File: src/bsc_pkg.sv
package bsc_pkg;

  // ----------------------------------------------------------------
  // widths and reset values
  // ----------------------------------------------------------------
  localparam int          PC_W       = 16;
  localparam logic [15:0] PC_RESET   = 16'h0000;
  localparam logic [15:0] SP_RESET   = 16'h00ff;
  localparam logic [7:0]  STAT_RESET = 8'h00;
  localparam logic [7:0]  REG_RESET  = 8'h00;
  localparam logic [15:0] ADDR_RESET = 16'h0000;

  // ----------------------------------------------------------------
  // status flag positions
  // ----------------------------------------------------------------
  localparam int FLAG_C = 0;
  localparam int FLAG_Z = 1;
  localparam int FLAG_N = 2;
  localparam int FLAG_V = 3;
  localparam int FLAG_S = 4;
  localparam int FLAG_H = 5;
  localparam int FLAG_T = 6;
  localparam int FLAG_I = 7;

  // ----------------------------------------------------------------
  // instruction word fields
  // ----------------------------------------------------------------
  localparam int OP_LO     = 12;
  localparam int SUB_LO    = 8;
  localparam int RD_LO     = 5;
  localparam int RR_LO     = 0;
  localparam int IMM_RD_LO = 8;
  localparam int IMM_LO    = 0;
  localparam int BIT_LO    = 0;
  localparam int IO_LO     = 3;
  localparam int OFS_LO    = 3;
  localparam int X_LO_IDX  = 26;
  localparam int X_HI_IDX  = 27;
  localparam int Z_LO_IDX  = 30;
  localparam int Z_HI_IDX  = 31;

  // ----------------------------------------------------------------
  // opcodes and misc sub-codes
  // ----------------------------------------------------------------
  localparam logic [3:0] OP_NOP   = 4'h0;
  localparam logic [3:0] OP_CSKIP = 4'h1;
  localparam logic [3:0] OP_CMP   = 4'h2;
  localparam logic [3:0] OP_CMPB  = 4'h3;
  localparam logic [3:0] OP_CMPK  = 4'h4;
  localparam logic [3:0] OP_TEST  = 4'h5;
  localparam logic [3:0] OP_ZERO  = 4'h6;
  localparam logic [3:0] OP_ONES  = 4'h7;
  localparam logic [3:0] OP_RBLO  = 4'h8;
  localparam logic [3:0] OP_RBHI  = 4'h9;
  localparam logic [3:0] OP_IOLO  = 4'ha;
  localparam logic [3:0] OP_IOHI  = 4'hb;
  localparam logic [3:0] OP_BRHI  = 4'hc;
  localparam logic [3:0] OP_BRANCH_UNSIGNED_LT  = 4'hd;
  localparam logic [3:0] OP_MISC  = 4'he;
  localparam logic [3:0] OP_LONG  = 4'hf;
  localparam logic [3:0] SUB_PJMP = 4'h0;
  localparam logic [3:0] SUB_PCAL = 4'h1;
  localparam logic [3:0] SUB_LDX  = 4'h2;

  // ----------------------------------------------------------------
  // sequencer states
  // ----------------------------------------------------------------
  typedef enum logic [2:0] {
    ST_EXEC     = 3'b000,
    ST_BUBBLE   = 3'b001,
    ST_SKIP     = 3'b010,
    ST_LOAD     = 3'b011,
    ST_CALL_HI  = 3'b100,
    ST_CALL_JMP = 3'b101,
    ST_LONG     = 3'b110
  } bsc_state_e;

endpackage

File: src/bsc_exec_core.sv
// Operation
// - test register sets Z N V, one cycle
// - clear register to zero, Z N V, one cycle
// - pointer jump loads PC from Z, two cycles
// - pointer call pushes return, jumps Z, three cycles
// - compare-skip-equal skips on equal, 1/2/3 cycles
// - compares subtract, set Z N V C H
// - skip when register bit is clear
// - skip when register bit is set
// - skip on io bit clear or set
// - branch when selected flag is one
// - branch when selected flag is zero
// - equal/unequal branches follow Z flag
// - carry branches follow C flag
// - unsigned ge/lt branches follow C flag
// - negative/positive branches follow N flag
// - signed ge taken when N xor V zero
// - signed less taken when N xor V one
// - half-carry branches follow H flag
// - transfer-bit branches follow T flag
// - overflow branches follow V flag
// - interrupt branches follow I flag
// - load from X, then X plus one, two cycles
`timescale 1ns/10ps
`default_nettype none
module bsc_exec_core
(
  input  wire logic        clock_in,
  input  wire logic        rst_n_in,
  output logic      [15:0] pmem_addr_out,
  input  wire logic [15:0] pmem_data_in,
  output logic      [15:0] dmem_addr_out,
  output logic             dmem_read_out,
  output logic             dmem_write_out,
  output logic      [7:0]  dmem_wdata_out,
  input  wire logic [7:0]  dmem_rdata_in,
  output logic      [4:0]  io_addr_out,
  input  wire logic [7:0]  io_data_in,
  input  wire logic        status_load_in,
  input  wire logic [7:0]  status_value_in,
  output logic      [7:0]  status_flags_out,
  output logic      [15:0] program_counter_out,
  output logic             fetch_out
);
  // ----------------------------------------------------------------
  // flag helpers
  // ----------------------------------------------------------------
  // logic result flags: Z, N, V only, everything else kept
  function automatic logic [7:0] logic_flags(input logic [7:0] sr, input logic [7:0] res);
    logic [7:0] f;
    f = sr;
    f[bsc_pkg::FLAG_Z] = (res == 8'h00);
    f[bsc_pkg::FLAG_N] = res[7];
    f[bsc_pkg::FLAG_V] = 1'b0;
    return f;
  endfunction
  // subtract flags; chained compare keeps Z low once a byte differed
  function automatic logic [7:0] sub_flags(input logic [7:0] sr, d, r, input logic cin, chain);
    logic [7:0] f;
    logic [7:0] res;
    f   = sr;
    res = d - r - {7'h00, cin};
    f[bsc_pkg::FLAG_Z] = (res == 8'h00) & (~chain | sr[bsc_pkg::FLAG_Z]);
    f[bsc_pkg::FLAG_N] = res[7];
    f[bsc_pkg::FLAG_V] = (d[7] & ~r[7] & ~res[7]) | (~d[7] & r[7] & res[7]);
    f[bsc_pkg::FLAG_C] = (~d[7] & r[7]) | (r[7] & res[7]) | (res[7] & ~d[7]);
    f[bsc_pkg::FLAG_H] = (~d[3] & r[3]) | (r[3] & res[3]) | (res[3] & ~d[3]);
    return f;
  endfunction
  // the sign slot is always read as N xor V so it can never go stale
  function automatic logic flag_of(input logic [7:0] sr, input logic [2:0] sel);
    return (sel == 3'(bsc_pkg::FLAG_S)) ? sr[bsc_pkg::FLAG_N] ^ sr[bsc_pkg::FLAG_V]
                                        : sr[sel];
  endfunction
  // the only two-word form is the long jump
  function automatic logic is_two_word(input logic [15:0] w);
    return w[15:bsc_pkg::OP_LO] == bsc_pkg::OP_LONG;
  endfunction

  // ----------------------------------------------------------------
  // state and decode
  // ----------------------------------------------------------------
  logic [7:0]          regs [0:31];
  logic [15:0]         pc;
  logic [15:0]         sp;
  logic [7:0]          flags;
  bsc_pkg::bsc_state_e state;
  logic [4:0]          load_dst;
  logic [15:0]         next_pc;
  logic [15:0]         next_sp;
  logic [7:0]          next_flags;
  bsc_pkg::bsc_state_e next_state;
  logic [4:0]          next_load_dst;
  logic                reg_we;
  logic [4:0]          reg_wa;
  logic [7:0]          reg_wd;
  logic                x_inc;
  logic [15:0]         next_dm_addr;
  logic                next_dm_rd;
  logic                next_dm_wr;
  logic [7:0]          next_dm_wd;
  logic [3:0]          op;
  logic [4:0]          rd;
  logic [4:0]          rr;
  logic [4:0]          rdk;
  logic [7:0]          imm;
  logic [2:0]          bsel;
  logic [15:0]         ofs;
  logic [7:0]          val_d;
  logic [7:0]          val_r;
  logic [7:0]          val_k;
  logic [15:0]         ptr_x;
  logic [15:0]         ptr_z;
  logic [15:0]         pc_seq;
  assign op     = pmem_data_in[15:bsc_pkg::OP_LO];
  assign rd     = pmem_data_in[bsc_pkg::RD_LO +: 5];
  assign rr     = pmem_data_in[bsc_pkg::RR_LO +: 5];
  assign rdk    = {1'b1, pmem_data_in[bsc_pkg::IMM_RD_LO +: 4]}; // upper half only
  assign imm    = pmem_data_in[bsc_pkg::IMM_LO +: 8];
  assign bsel   = pmem_data_in[bsc_pkg::BIT_LO +: 3];
  assign ofs    = {{9{pmem_data_in[bsc_pkg::OFS_LO + 6]}},
                   pmem_data_in[bsc_pkg::OFS_LO +: 7]};
  assign val_d  = regs[rd];
  assign val_r  = regs[rr];
  assign val_k  = regs[rdk];
  assign ptr_x  = {regs[bsc_pkg::X_HI_IDX], regs[bsc_pkg::X_LO_IDX]};
  assign ptr_z  = {regs[bsc_pkg::Z_HI_IDX], regs[bsc_pkg::Z_LO_IDX]};
  assign pc_seq = pc + 16'h0001;
  // io address is taken straight from the word so the bit test fits in one cycle
  assign io_addr_out         = pmem_data_in[bsc_pkg::IO_LO +: 5];
  assign pmem_addr_out       = pc;
  assign program_counter_out = pc;
  assign status_flags_out    = flags;
  assign fetch_out           = (state == bsc_pkg::ST_EXEC);

  // ----------------------------------------------------------------
  // execute and sequencing
  // ----------------------------------------------------------------
  always_comb
  begin
    next_pc       = pc;
    next_sp       = sp;
    next_flags    = flags;
    next_state    = state;
    next_load_dst = load_dst;
    reg_we        = 1'b0;
    reg_wa        = rd;
    reg_wd        = 8'h00;
    x_inc         = 1'b0;
    next_dm_addr  = dmem_addr_out;
    next_dm_rd    = 1'b0;
    next_dm_wr    = 1'b0;
    next_dm_wd    = dmem_wdata_out;
    unique case (state)
      bsc_pkg::ST_EXEC:
      begin
        next_pc = pc_seq;
        unique case (op)
          bsc_pkg::OP_NOP: ;
          bsc_pkg::OP_CSKIP:
            if (val_d == val_r) next_state = bsc_pkg::ST_SKIP;
          bsc_pkg::OP_CMP:
            next_flags = sub_flags(flags, val_d, val_r, 1'b0, 1'b0);
          bsc_pkg::OP_CMPB:
            next_flags = sub_flags(flags, val_d, val_r, flags[bsc_pkg::FLAG_C], 1'b1);
          bsc_pkg::OP_CMPK:
            next_flags = sub_flags(flags, val_k, imm, 1'b0, 1'b0);
          bsc_pkg::OP_TEST:
            next_flags = logic_flags(flags, val_d & val_d);
          bsc_pkg::OP_ZERO:
          begin
            reg_we     = 1'b1;
            reg_wd     = val_d ^ val_d;
            next_flags = logic_flags(flags, val_d ^ val_d);
          end
          bsc_pkg::OP_ONES:
          begin
            reg_we = 1'b1;
            reg_wa = rdk;
            reg_wd = 8'hff;
          end
          bsc_pkg::OP_RBLO:
            if (!val_d[bsel]) next_state = bsc_pkg::ST_SKIP;
          bsc_pkg::OP_RBHI:
            if (val_d[bsel]) next_state = bsc_pkg::ST_SKIP;
          bsc_pkg::OP_IOLO:
            if (!io_data_in[bsel]) next_state = bsc_pkg::ST_SKIP;
          bsc_pkg::OP_IOHI:
            if (io_data_in[bsel]) next_state = bsc_pkg::ST_SKIP;
          bsc_pkg::OP_BRHI, bsc_pkg::OP_BRANCH_UNSIGNED_LT:
            // named branches are these two with a fixed select value
            if (flag_of(flags, bsel) == (op == bsc_pkg::OP_BRHI))
            begin
              next_pc    = pc_seq + ofs;
              next_state = bsc_pkg::ST_BUBBLE; // z c n h t v i
            end
          bsc_pkg::OP_MISC:
            case (pmem_data_in[bsc_pkg::SUB_LO +: 4])
              bsc_pkg::SUB_PJMP:
              begin
                next_pc    = ptr_z;
                next_state = bsc_pkg::ST_BUBBLE;
              end
              bsc_pkg::SUB_PCAL:
              begin
                // low byte of the return address first, stack grows down
                next_dm_addr = sp;
                next_dm_wd   = pc_seq[7:0];
                next_dm_wr   = 1'b1;
                next_sp      = sp - 16'h0001;
                next_state   = bsc_pkg::ST_CALL_HI;
              end
              bsc_pkg::SUB_LDX:
              begin
                next_dm_addr  = ptr_x;
                next_dm_rd    = 1'b1;
                next_load_dst = rr;
                next_state    = bsc_pkg::ST_LOAD;
              end
              default: ;
            endcase
          bsc_pkg::OP_LONG:
            next_state = bsc_pkg::ST_LONG;
        endcase
      end
      bsc_pkg::ST_SKIP:
      begin
        // the word now on the bus is the one being skipped
        next_pc    = is_two_word(pmem_data_in) ? pc + 16'h0002 : pc_seq;
        next_state = is_two_word(pmem_data_in) ? bsc_pkg::ST_BUBBLE : bsc_pkg::ST_EXEC;
      end
      bsc_pkg::ST_BUBBLE:
        next_state = bsc_pkg::ST_EXEC;
      bsc_pkg::ST_LOAD:
      begin
        reg_we     = 1'b1;
        reg_wa     = load_dst;
        reg_wd     = dmem_rdata_in;
        x_inc      = 1'b1;
        next_state = bsc_pkg::ST_EXEC;
      end
      bsc_pkg::ST_CALL_HI:
      begin
        next_dm_addr = sp;
        next_dm_wd   = pc[15:8];
        next_dm_wr   = 1'b1;
        next_sp      = sp - 16'h0001;
        next_state   = bsc_pkg::ST_CALL_JMP;
      end
      bsc_pkg::ST_CALL_JMP:
      begin
        next_pc    = ptr_z;
        next_state = bsc_pkg::ST_EXEC;
      end
      bsc_pkg::ST_LONG:
      begin
        next_pc    = pmem_data_in;
        next_state = bsc_pkg::ST_EXEC;
      end
      default:
        next_state = bsc_pkg::ST_EXEC;
    endcase
  end

  // ----------------------------------------------------------------
  // sequencer registers
  // ----------------------------------------------------------------
  // program counter, stack pointer, state
  always_ff @(posedge clock_in or negedge rst_n_in)
  begin
    if (!rst_n_in)
    begin
      pc       <= bsc_pkg::PC_RESET;
      sp       <= bsc_pkg::SP_RESET;
      state    <= bsc_pkg::ST_EXEC;
      load_dst <= 5'h00;
    end
    else
    begin
      pc       <= next_pc;
      sp       <= next_sp;
      state    <= next_state;
      load_dst <= next_load_dst;
    end
  end
  // status flags; a direct load from outside wins over instruction updates
  always_ff @(posedge clock_in or negedge rst_n_in)
  begin
    if (!rst_n_in)
      flags <= bsc_pkg::STAT_RESET;
    else if (status_load_in)
      flags <= status_value_in;
    else
      flags <= next_flags;
  end
  // data memory strobes, registered so the memory sees clean levels
  always_ff @(posedge clock_in or negedge rst_n_in)
  begin
    if (!rst_n_in)
    begin
      dmem_addr_out  <= bsc_pkg::ADDR_RESET;
      dmem_read_out  <= 1'b0;
      dmem_write_out <= 1'b0;
      dmem_wdata_out <= 8'h00;
    end
    else
    begin
      dmem_addr_out  <= next_dm_addr;
      dmem_read_out  <= next_dm_rd;
      dmem_write_out <= next_dm_wr;
      dmem_wdata_out <= next_dm_wd;
    end
  end

  // ----------------------------------------------------------------
  // working registers
  // ----------------------------------------------------------------
  // pointer increment comes last so it wins if the load targets X itself
  always_ff @(posedge clock_in or negedge rst_n_in)
  begin
    if (!rst_n_in)
    begin
      for (int i = 0; i < 32; i++)
        regs[i] <= bsc_pkg::REG_RESET;
    end
    else
    begin
      if (reg_we)
        regs[reg_wa] <= reg_wd;
      if (x_inc)
        {regs[bsc_pkg::X_HI_IDX], regs[bsc_pkg::X_LO_IDX]} <= ptr_x + 16'h0001;
    end
  end
endmodule
`default_nettype wire

File: config.mk
export PLATFORM = sky130hd
export DESIGN_NAME = bsc_exec_core
export DESIGN_NICKNAME = d
export VERILOG_FILES = /design/src/bsc_pkg.sv /design/src/bsc_exec_core.sv
export SDC_FILE = /design/constraint.sdc
export NUM_CORES = 1
export LEC_CHECK = 0
export BUFFER_PORTS_ARGS = -buffer_cell sky130_fd_sc_hd__buf_2
export CAP_MARGIN = 25
export CORE_MARGIN = 2
export CORE_UTILIZATION = 47
export DETAILED_ROUTE_END_ITERATION = 12
export PLACE_DENSITY = 0.74
export SKIP_LAST_GASP = 1
export SLEW_MARGIN = 20
export SYNTH_ARGS = -nofsm -noshare
export SYNTH_HDL_FRONTEND = slang
export SYNTH_SLANG_ARGS = --single-unit
File: constraint.sdc
create_clock -name clock_in -period 7.4 [get_ports clock_in]
set_input_delay 1.11 -clock clock_in [delete_from_list [all_inputs] [get_ports clock_in]]
set_output_delay 1.11 -clock clock_in [all_outputs]
set_load 0.02 [all_outputs]
# Yosys cells after proc, flatten, opt, wreduce, memory -nomap -nowiden
# Cells that the tools add are included.
# classes
n_addsub	8
magnitude_cmp	6
n_eq_ne	38
mux	61
n_bitwise	56
reduce_logical	22
# op_table
cell	n
256-bit bitwise mux	1
16-bit case mux with 2 select lines	4
8-bit binary-select mux with 5-bit select	3
16-bit 2-to-1 mux	7
8-bit 2-to-1 mux	11
16-bit case mux with 4 select lines	1
48-bit 2-to-1 mux	1
8-bit case mux with 2 select lines	3
8-bit demux with 5-bit select	1
8-bit logical NOT	5
16-bit by 1-bit adder with 16-bit output (second input constant)	2
4-bit equality test (second input constant)	8
6-bit case mux with 5 select lines	1
1-bit AND	25
6-bit greater-or-equal comparator (second input constant)	4
5-bit NOT with 6-bit output	4
3-bit case mux with 8 select lines	1
3-bit 2-to-1 mux	6
3-bit != test (second input constant)	6
3-bit case mux with 3 select lines	2
16-bit adder	1
16-bit by 2-bit adder with 16-bit output (second input constant)	1
4-bit by 3-bit equality test with 1-bit output (second input constant)	4
16-bit by 1-bit subtractor with 16-bit output (second input constant)	1
36 further kinds	88
# word_totals
regBits	330
in_bits	43
output_inout_bits	72
word_cells	234

# Depth between registers and ports, before layout
# depth
ltp_word	12
depth_mapped	23

# Worst setup path before layout
# Ideal clock, no wire load.
# synth_timing
path_type	input to register
start	input port pmem_data_in[0]
end	register flags[2] (netlist: status_flags_out[2])
setup_time_ps	131
arrival_time_ps	5743
t_required_ps	7269
slack_ps	1526
path_stages	17
path_cell_list	buf_2 -> buf_8 -> buf_1 -> mux4_2 -> mux4_2 -> mux2i_1 -> ha_1 -> nor2b_1 -> o21a_1 -> nor2_1 -> o21ai_0 -> a21o_1 -> fa_1 -> xnor2_1 -> or4b_2 -> a31oi_1 -> o21ai_0
# synth_via
elab_chain_len	9
# synth_lines
element	line_no	source
start, declared	bsc_exec_core.sv:31	input wire logic [15:0] pmem_data_in,
5-bit NOT with 6-bit output (not written as such)	bsc_exec_core.sv:124	assign val_r = regs[rr];
8-bit binary-select mux with 5-bit select	bsc_exec_core.sv:124	
8-bit 2-to-1 mux (not written as such) (2 in a row)	bsc_exec_core.sv:124	
8-bit subtractor	bsc_exec_core.sv:62	res = d - r - {7'h00, cin};
8-bit by 1-bit subtractor with 8-bit output	bsc_exec_core.sv:62	
6-bit case mux with 5 select lines (*)	bsc_exec_core.sv:158	unique case (op)
8-bit 2-to-1 mux (*)	bsc_exec_core.sv:154	unique case (state)
8-bit 2-to-1 mux (*)	bsc_exec_core.sv:291	else if (status_load_in)
end signal, assigned	bsc_exec_core.sv:290	flags <= bsc_pkg::STAT_RESET;
end signal, assigned	bsc_exec_core.sv:292	flags <= status_value_in;
end signal, assigned	bsc_exec_core.sv:294	flags <= next_flags;
end, declared	bsc_exec_core.sv:86	logic [7:0] flags;
# Every way passes the cells marked *; elsewhere a longest branch is shown, timed or not. The select of a mux whose other input is x is not followed.
# A chain may end at the register's enable or synchronous reset.

# Worst setup path after layout
# layout_timing
start	input port pmem_data_in[6]
end	register flags[2] (netlist: status_flags_out[2])
# layout_via
elab_chain_len	9
# layout_lines
element	line_no	source
5-bit NOT with 6-bit output (not written as such)	bsc_exec_core.sv:123	assign val_d = regs[rd];
8-bit binary-select mux with 5-bit select	bsc_exec_core.sv:123	
8-bit 2-to-1 mux (not written as such) (2 in a row)	bsc_exec_core.sv:123	
8-bit subtractor	bsc_exec_core.sv:62	
8-bit by 1-bit subtractor with 8-bit output	bsc_exec_core.sv:62	
6-bit case mux with 5 select lines (*)	bsc_exec_core.sv:158	
8-bit 2-to-1 mux (*)	bsc_exec_core.sv:154	
8-bit 2-to-1 mux (*)	bsc_exec_core.sv:291	
# Marks and branches as above.

==> results.cfg <==
[timing]
worst_slew_pin_slew_ns = 1.061
finalSetupViolations = 0
hold_viol = 0
period_share_pct = 77.70
hold_ws_ns = 0.4753
max_freq_mhz = 173.9
setup_tns_ns = 0
finClkSkew_ns = 0.02807
finalMaxSlewViolations = 0
slew_headroom_pct = 29.11
grt_setup_unrepaired = false
period_minus_slack_ns = 5.750

[route]
viasPerCell = 6.665
route.detailed.drc = 0
firstDrtPassIters = 6
ant_nets = 0
drt_wl_total_mm = 71.59
post_drt_wl_per_cell_um = 25.52
vias = 18690
drtIter0Drc = 2603

[cts]
cts_tree = done
cts.clk_slew.worst_paths_ns = 0.06
hold_buffers = 0
cts_inserted_buffers = 37
htreeDepth = 2
clkLatencyLatePin_ns = 0.55
cts_sinks = 330
post_cts_buffers = 0
clockBufferDepth = 3
ctsResizeCount = 0
cts_root_buf = clkbuf_16

[worst_setup_path]
cpLargestDelayFamily = buffers and inverters
endpoint_kind = flip-flop
critPathSlowestCell = or4b_2
r2r_setup_slack_ns = 2.67
max_stage_delay_ns = 0.63
r2r-end = status_flags_out[2]
critPathKind = in -> reg
critPathBufInv = 4
r2r_start = ptr_x[9]
crit_fanout = 27
reg2regPathDepth = 17
cp-start-kind = primary input
crit_chain = buf_2 > buf_4 > mux2_2 > a21oi_1 > a31oi_1 > a311oi_1 > inv_1 > ha_1 > nor2b_1 > o21a_1 > nor2_1 > inv_1 > fa_1 > nor2_1 > nand3_1 > xnor2_1 > or4b_2 > a31oi_1 > o21ai_0
arrival_ns = 6.16
cp.required_ns = 7.81

[layout]
final_nets = 2261
fin_util_pct = 51.60
area_delta_synth_final_pct = 8.654
drive_above_1_share_pct = 19.75
final_cells = 2805
fillers = 4101
final_cell_area_um2 = 23970

[global_routing]
grt_max_degree = 110
grt_pass1_wl_mm = 108.5
grt_pass1_vias = 17620
antenna_found_initial = 1
grtUsageTotal_pct = 29.38
grt_overflow_total = 0

[yosys]
synth_top_area_share_pct = 36.52
async_flop_share_pct = 100.0
syn_inst = 2166
synth_most_common_cell = dfrtp_1
yosysTopAreaCell = dfrtp_1
netlist_top_cells_count = dfrtp_1 (322), a21oi_1 (252), nor2_1 (250)
syn_avg_cell_area_um2 = 10.19
syn_area_um2 = 22060
synth-seq-cells = 330
yosysWarnings = 0
synth_edf_count = 0
ys_seq_area_share_pct = 37.48
synth_cell_types = 94
syn-num-nets = 2256
synth_area_leaders = dfrtp_1 (37%), mux4_2 (15%), a21oi_1 (5.7%), nor2_1 (4.3%), nand2_1 (3.8%)
synth_flop_cell = dfrtp_1

[floorplan]
die_area_um2 = 48690
die_h_um = 220.7
die_w_um = 220.7
core_um2 = 46460
initial_core_util_pct = 47.49
num_rows = 79
ios = 115

[place]
port_buffers = 114
place.gp.congestion = 0.9961
dpl.hpwl_mm = 51.45
place_area_um2 = 22700
dp.cells = 2737

[power]
p_sw_uw = 3508
ir_worst_vdd_mv = 0.2623
leakagePower_uw = 0.01036
power_density_nw_per_um2 = 354.5
comb_power_share_pct = 42.1
p_int_uw = 4989
seqPwrFrac_pct = 35.8
p_clk_share_pct = 22.1
switching_share_pct = 41.29

[worst_hold_path]
holdPathEnd = sp[15]
hold_path_depth = 1
worstHoldStart = sp[15]
holdCritPathClass = reg -> reg

[outcome]
status = finished clean

[run]
cap_violations = 0
## how the worst max path moves through the flow
stage / start / end / slack (ns) / cells past startpoint
final: pmem_data_in[6] / status_flags_out[2] / 1.65 / 19
after global routing: pmem_data_in[6] / status_flags_out[2] / 1.40 / 19
after CTS: pmem_data_in[6] / status_flags_out[2] / 1.76 / 19
after detailed placement: pmem_data_in[6] / status_flags_out[2] / 1.22 / 19
after global placement: pmem_data_in[6] / status_flags_out[2] / 1.19 / 19
after floorplan: pmem_data_in[0] / status_flags_out[2] / 1.53 / 17
## stage by stage
stage	total power (uW)	setup slack (ns)
after floorplan	5447	1.526
after global placement	6422	1.194
after detailed placement	6525	1.216
after CTS	8423	1.757
after global routing	8937	1.405
final	8497	1.650
## cell type report
class	count	area, um2	area share, %
diodes	1	2.502	0.01044
clock buffers	54	1102	4.598
clock inverters	11	127.6	0.5324
inverters	52	196.4	0.8195
multi-input cells	1606	12630	52.68
flip-flops and latches	330	8268	34.49
well taps	607	759.5	3.168
repair buffers	144	888.4	3.706
## layer usage
| layer | up-vias | wire (um) | track usage [%] |
|---|---|---|---|
| met5 | - | 0 | 0 |
| met4 | 0 | 2734 | 10.84 |
| met3 | 155 | 8312 | 5.869 |
| met2 | 1236 | 31920 | 44.08 |
| met1 | 9311 | 28620 | 42.32 |
| li1 | 7992 | - | - |
## layout by cell type, fill, tap and decap left out, types with 17 or more instances in the layout
master | synthesis | layout
mux4_2 | 143 | 143
nand3_1 | 37 | 37
buf_2 | 27 | 111
nand4_1 | 17 | 17
a21oi_1 | 252 | 244
inv_1 | 46 | 46
clkbuf_16 | 0 | 39
buf_4 | 35 | 26
dfrtp_1 | 322 | 322
ha_1 | 40 | 40
nor3_1 | 32 | 31
nand2_1 | 221 | 221
xor2_1 | 23 | 23
mux2i_1 | 74 | 74
nor2_4 | 18 | 18
mux4_1 | 27 | 27
nor2_1 | 250 | 250
xnor2_1 | 38 | 38
o21ai_0 | 148 | 148
## power groups by stage
| stage | registers [uW] | clock network, uW | logic, uW |
|---|---|---|---|
| 5_1_grt | 3090 | 1980 | 3870 |
| 3_5_place_dp | 3030 | 0 | 3500 |
| 6_report | 3040 | 1880 | 3580 |
| 2_1_floorplan | 2860 | 0 | 2580 |
| 4_1_cts | 3000 | 1900 | 3520 |
| 3_3_place_gp | 2990 | 0 | 3430 |
## kinds of logic (layout without fill, tap and decap cells)
kind of cell | after synthesis | after routing | synth area share, %
and+or+nand+nor | 689 | 689 | 14.85
AOI/OAI and AO/OA | 550 | 550 | 14.79
DFF | 330 | 330 | 37.48
muxes | 259 | 259 | 21.94
buffers and inverters | 230 | 261 | 5.620
xor gates and xnor gates | 61 | 61 | 2.422
adders and majority gates | 47 | 47 | 2.904
other | 0 | 1 | 0
## flip-flops by register name, summed over array words and instances, names as in the netlist
register          count
dmem_addr_out        16
dmem_wdata_out        8
ptr_x                16
dmem_write_out        1
sp                   16
regs                224
dmem_read_out         1
pmem_addr_out        16
state                 3
load_dst              5
status_flags_out      8
ptr_z                16
Note: power is estimated with default switching activity, not from simulation.
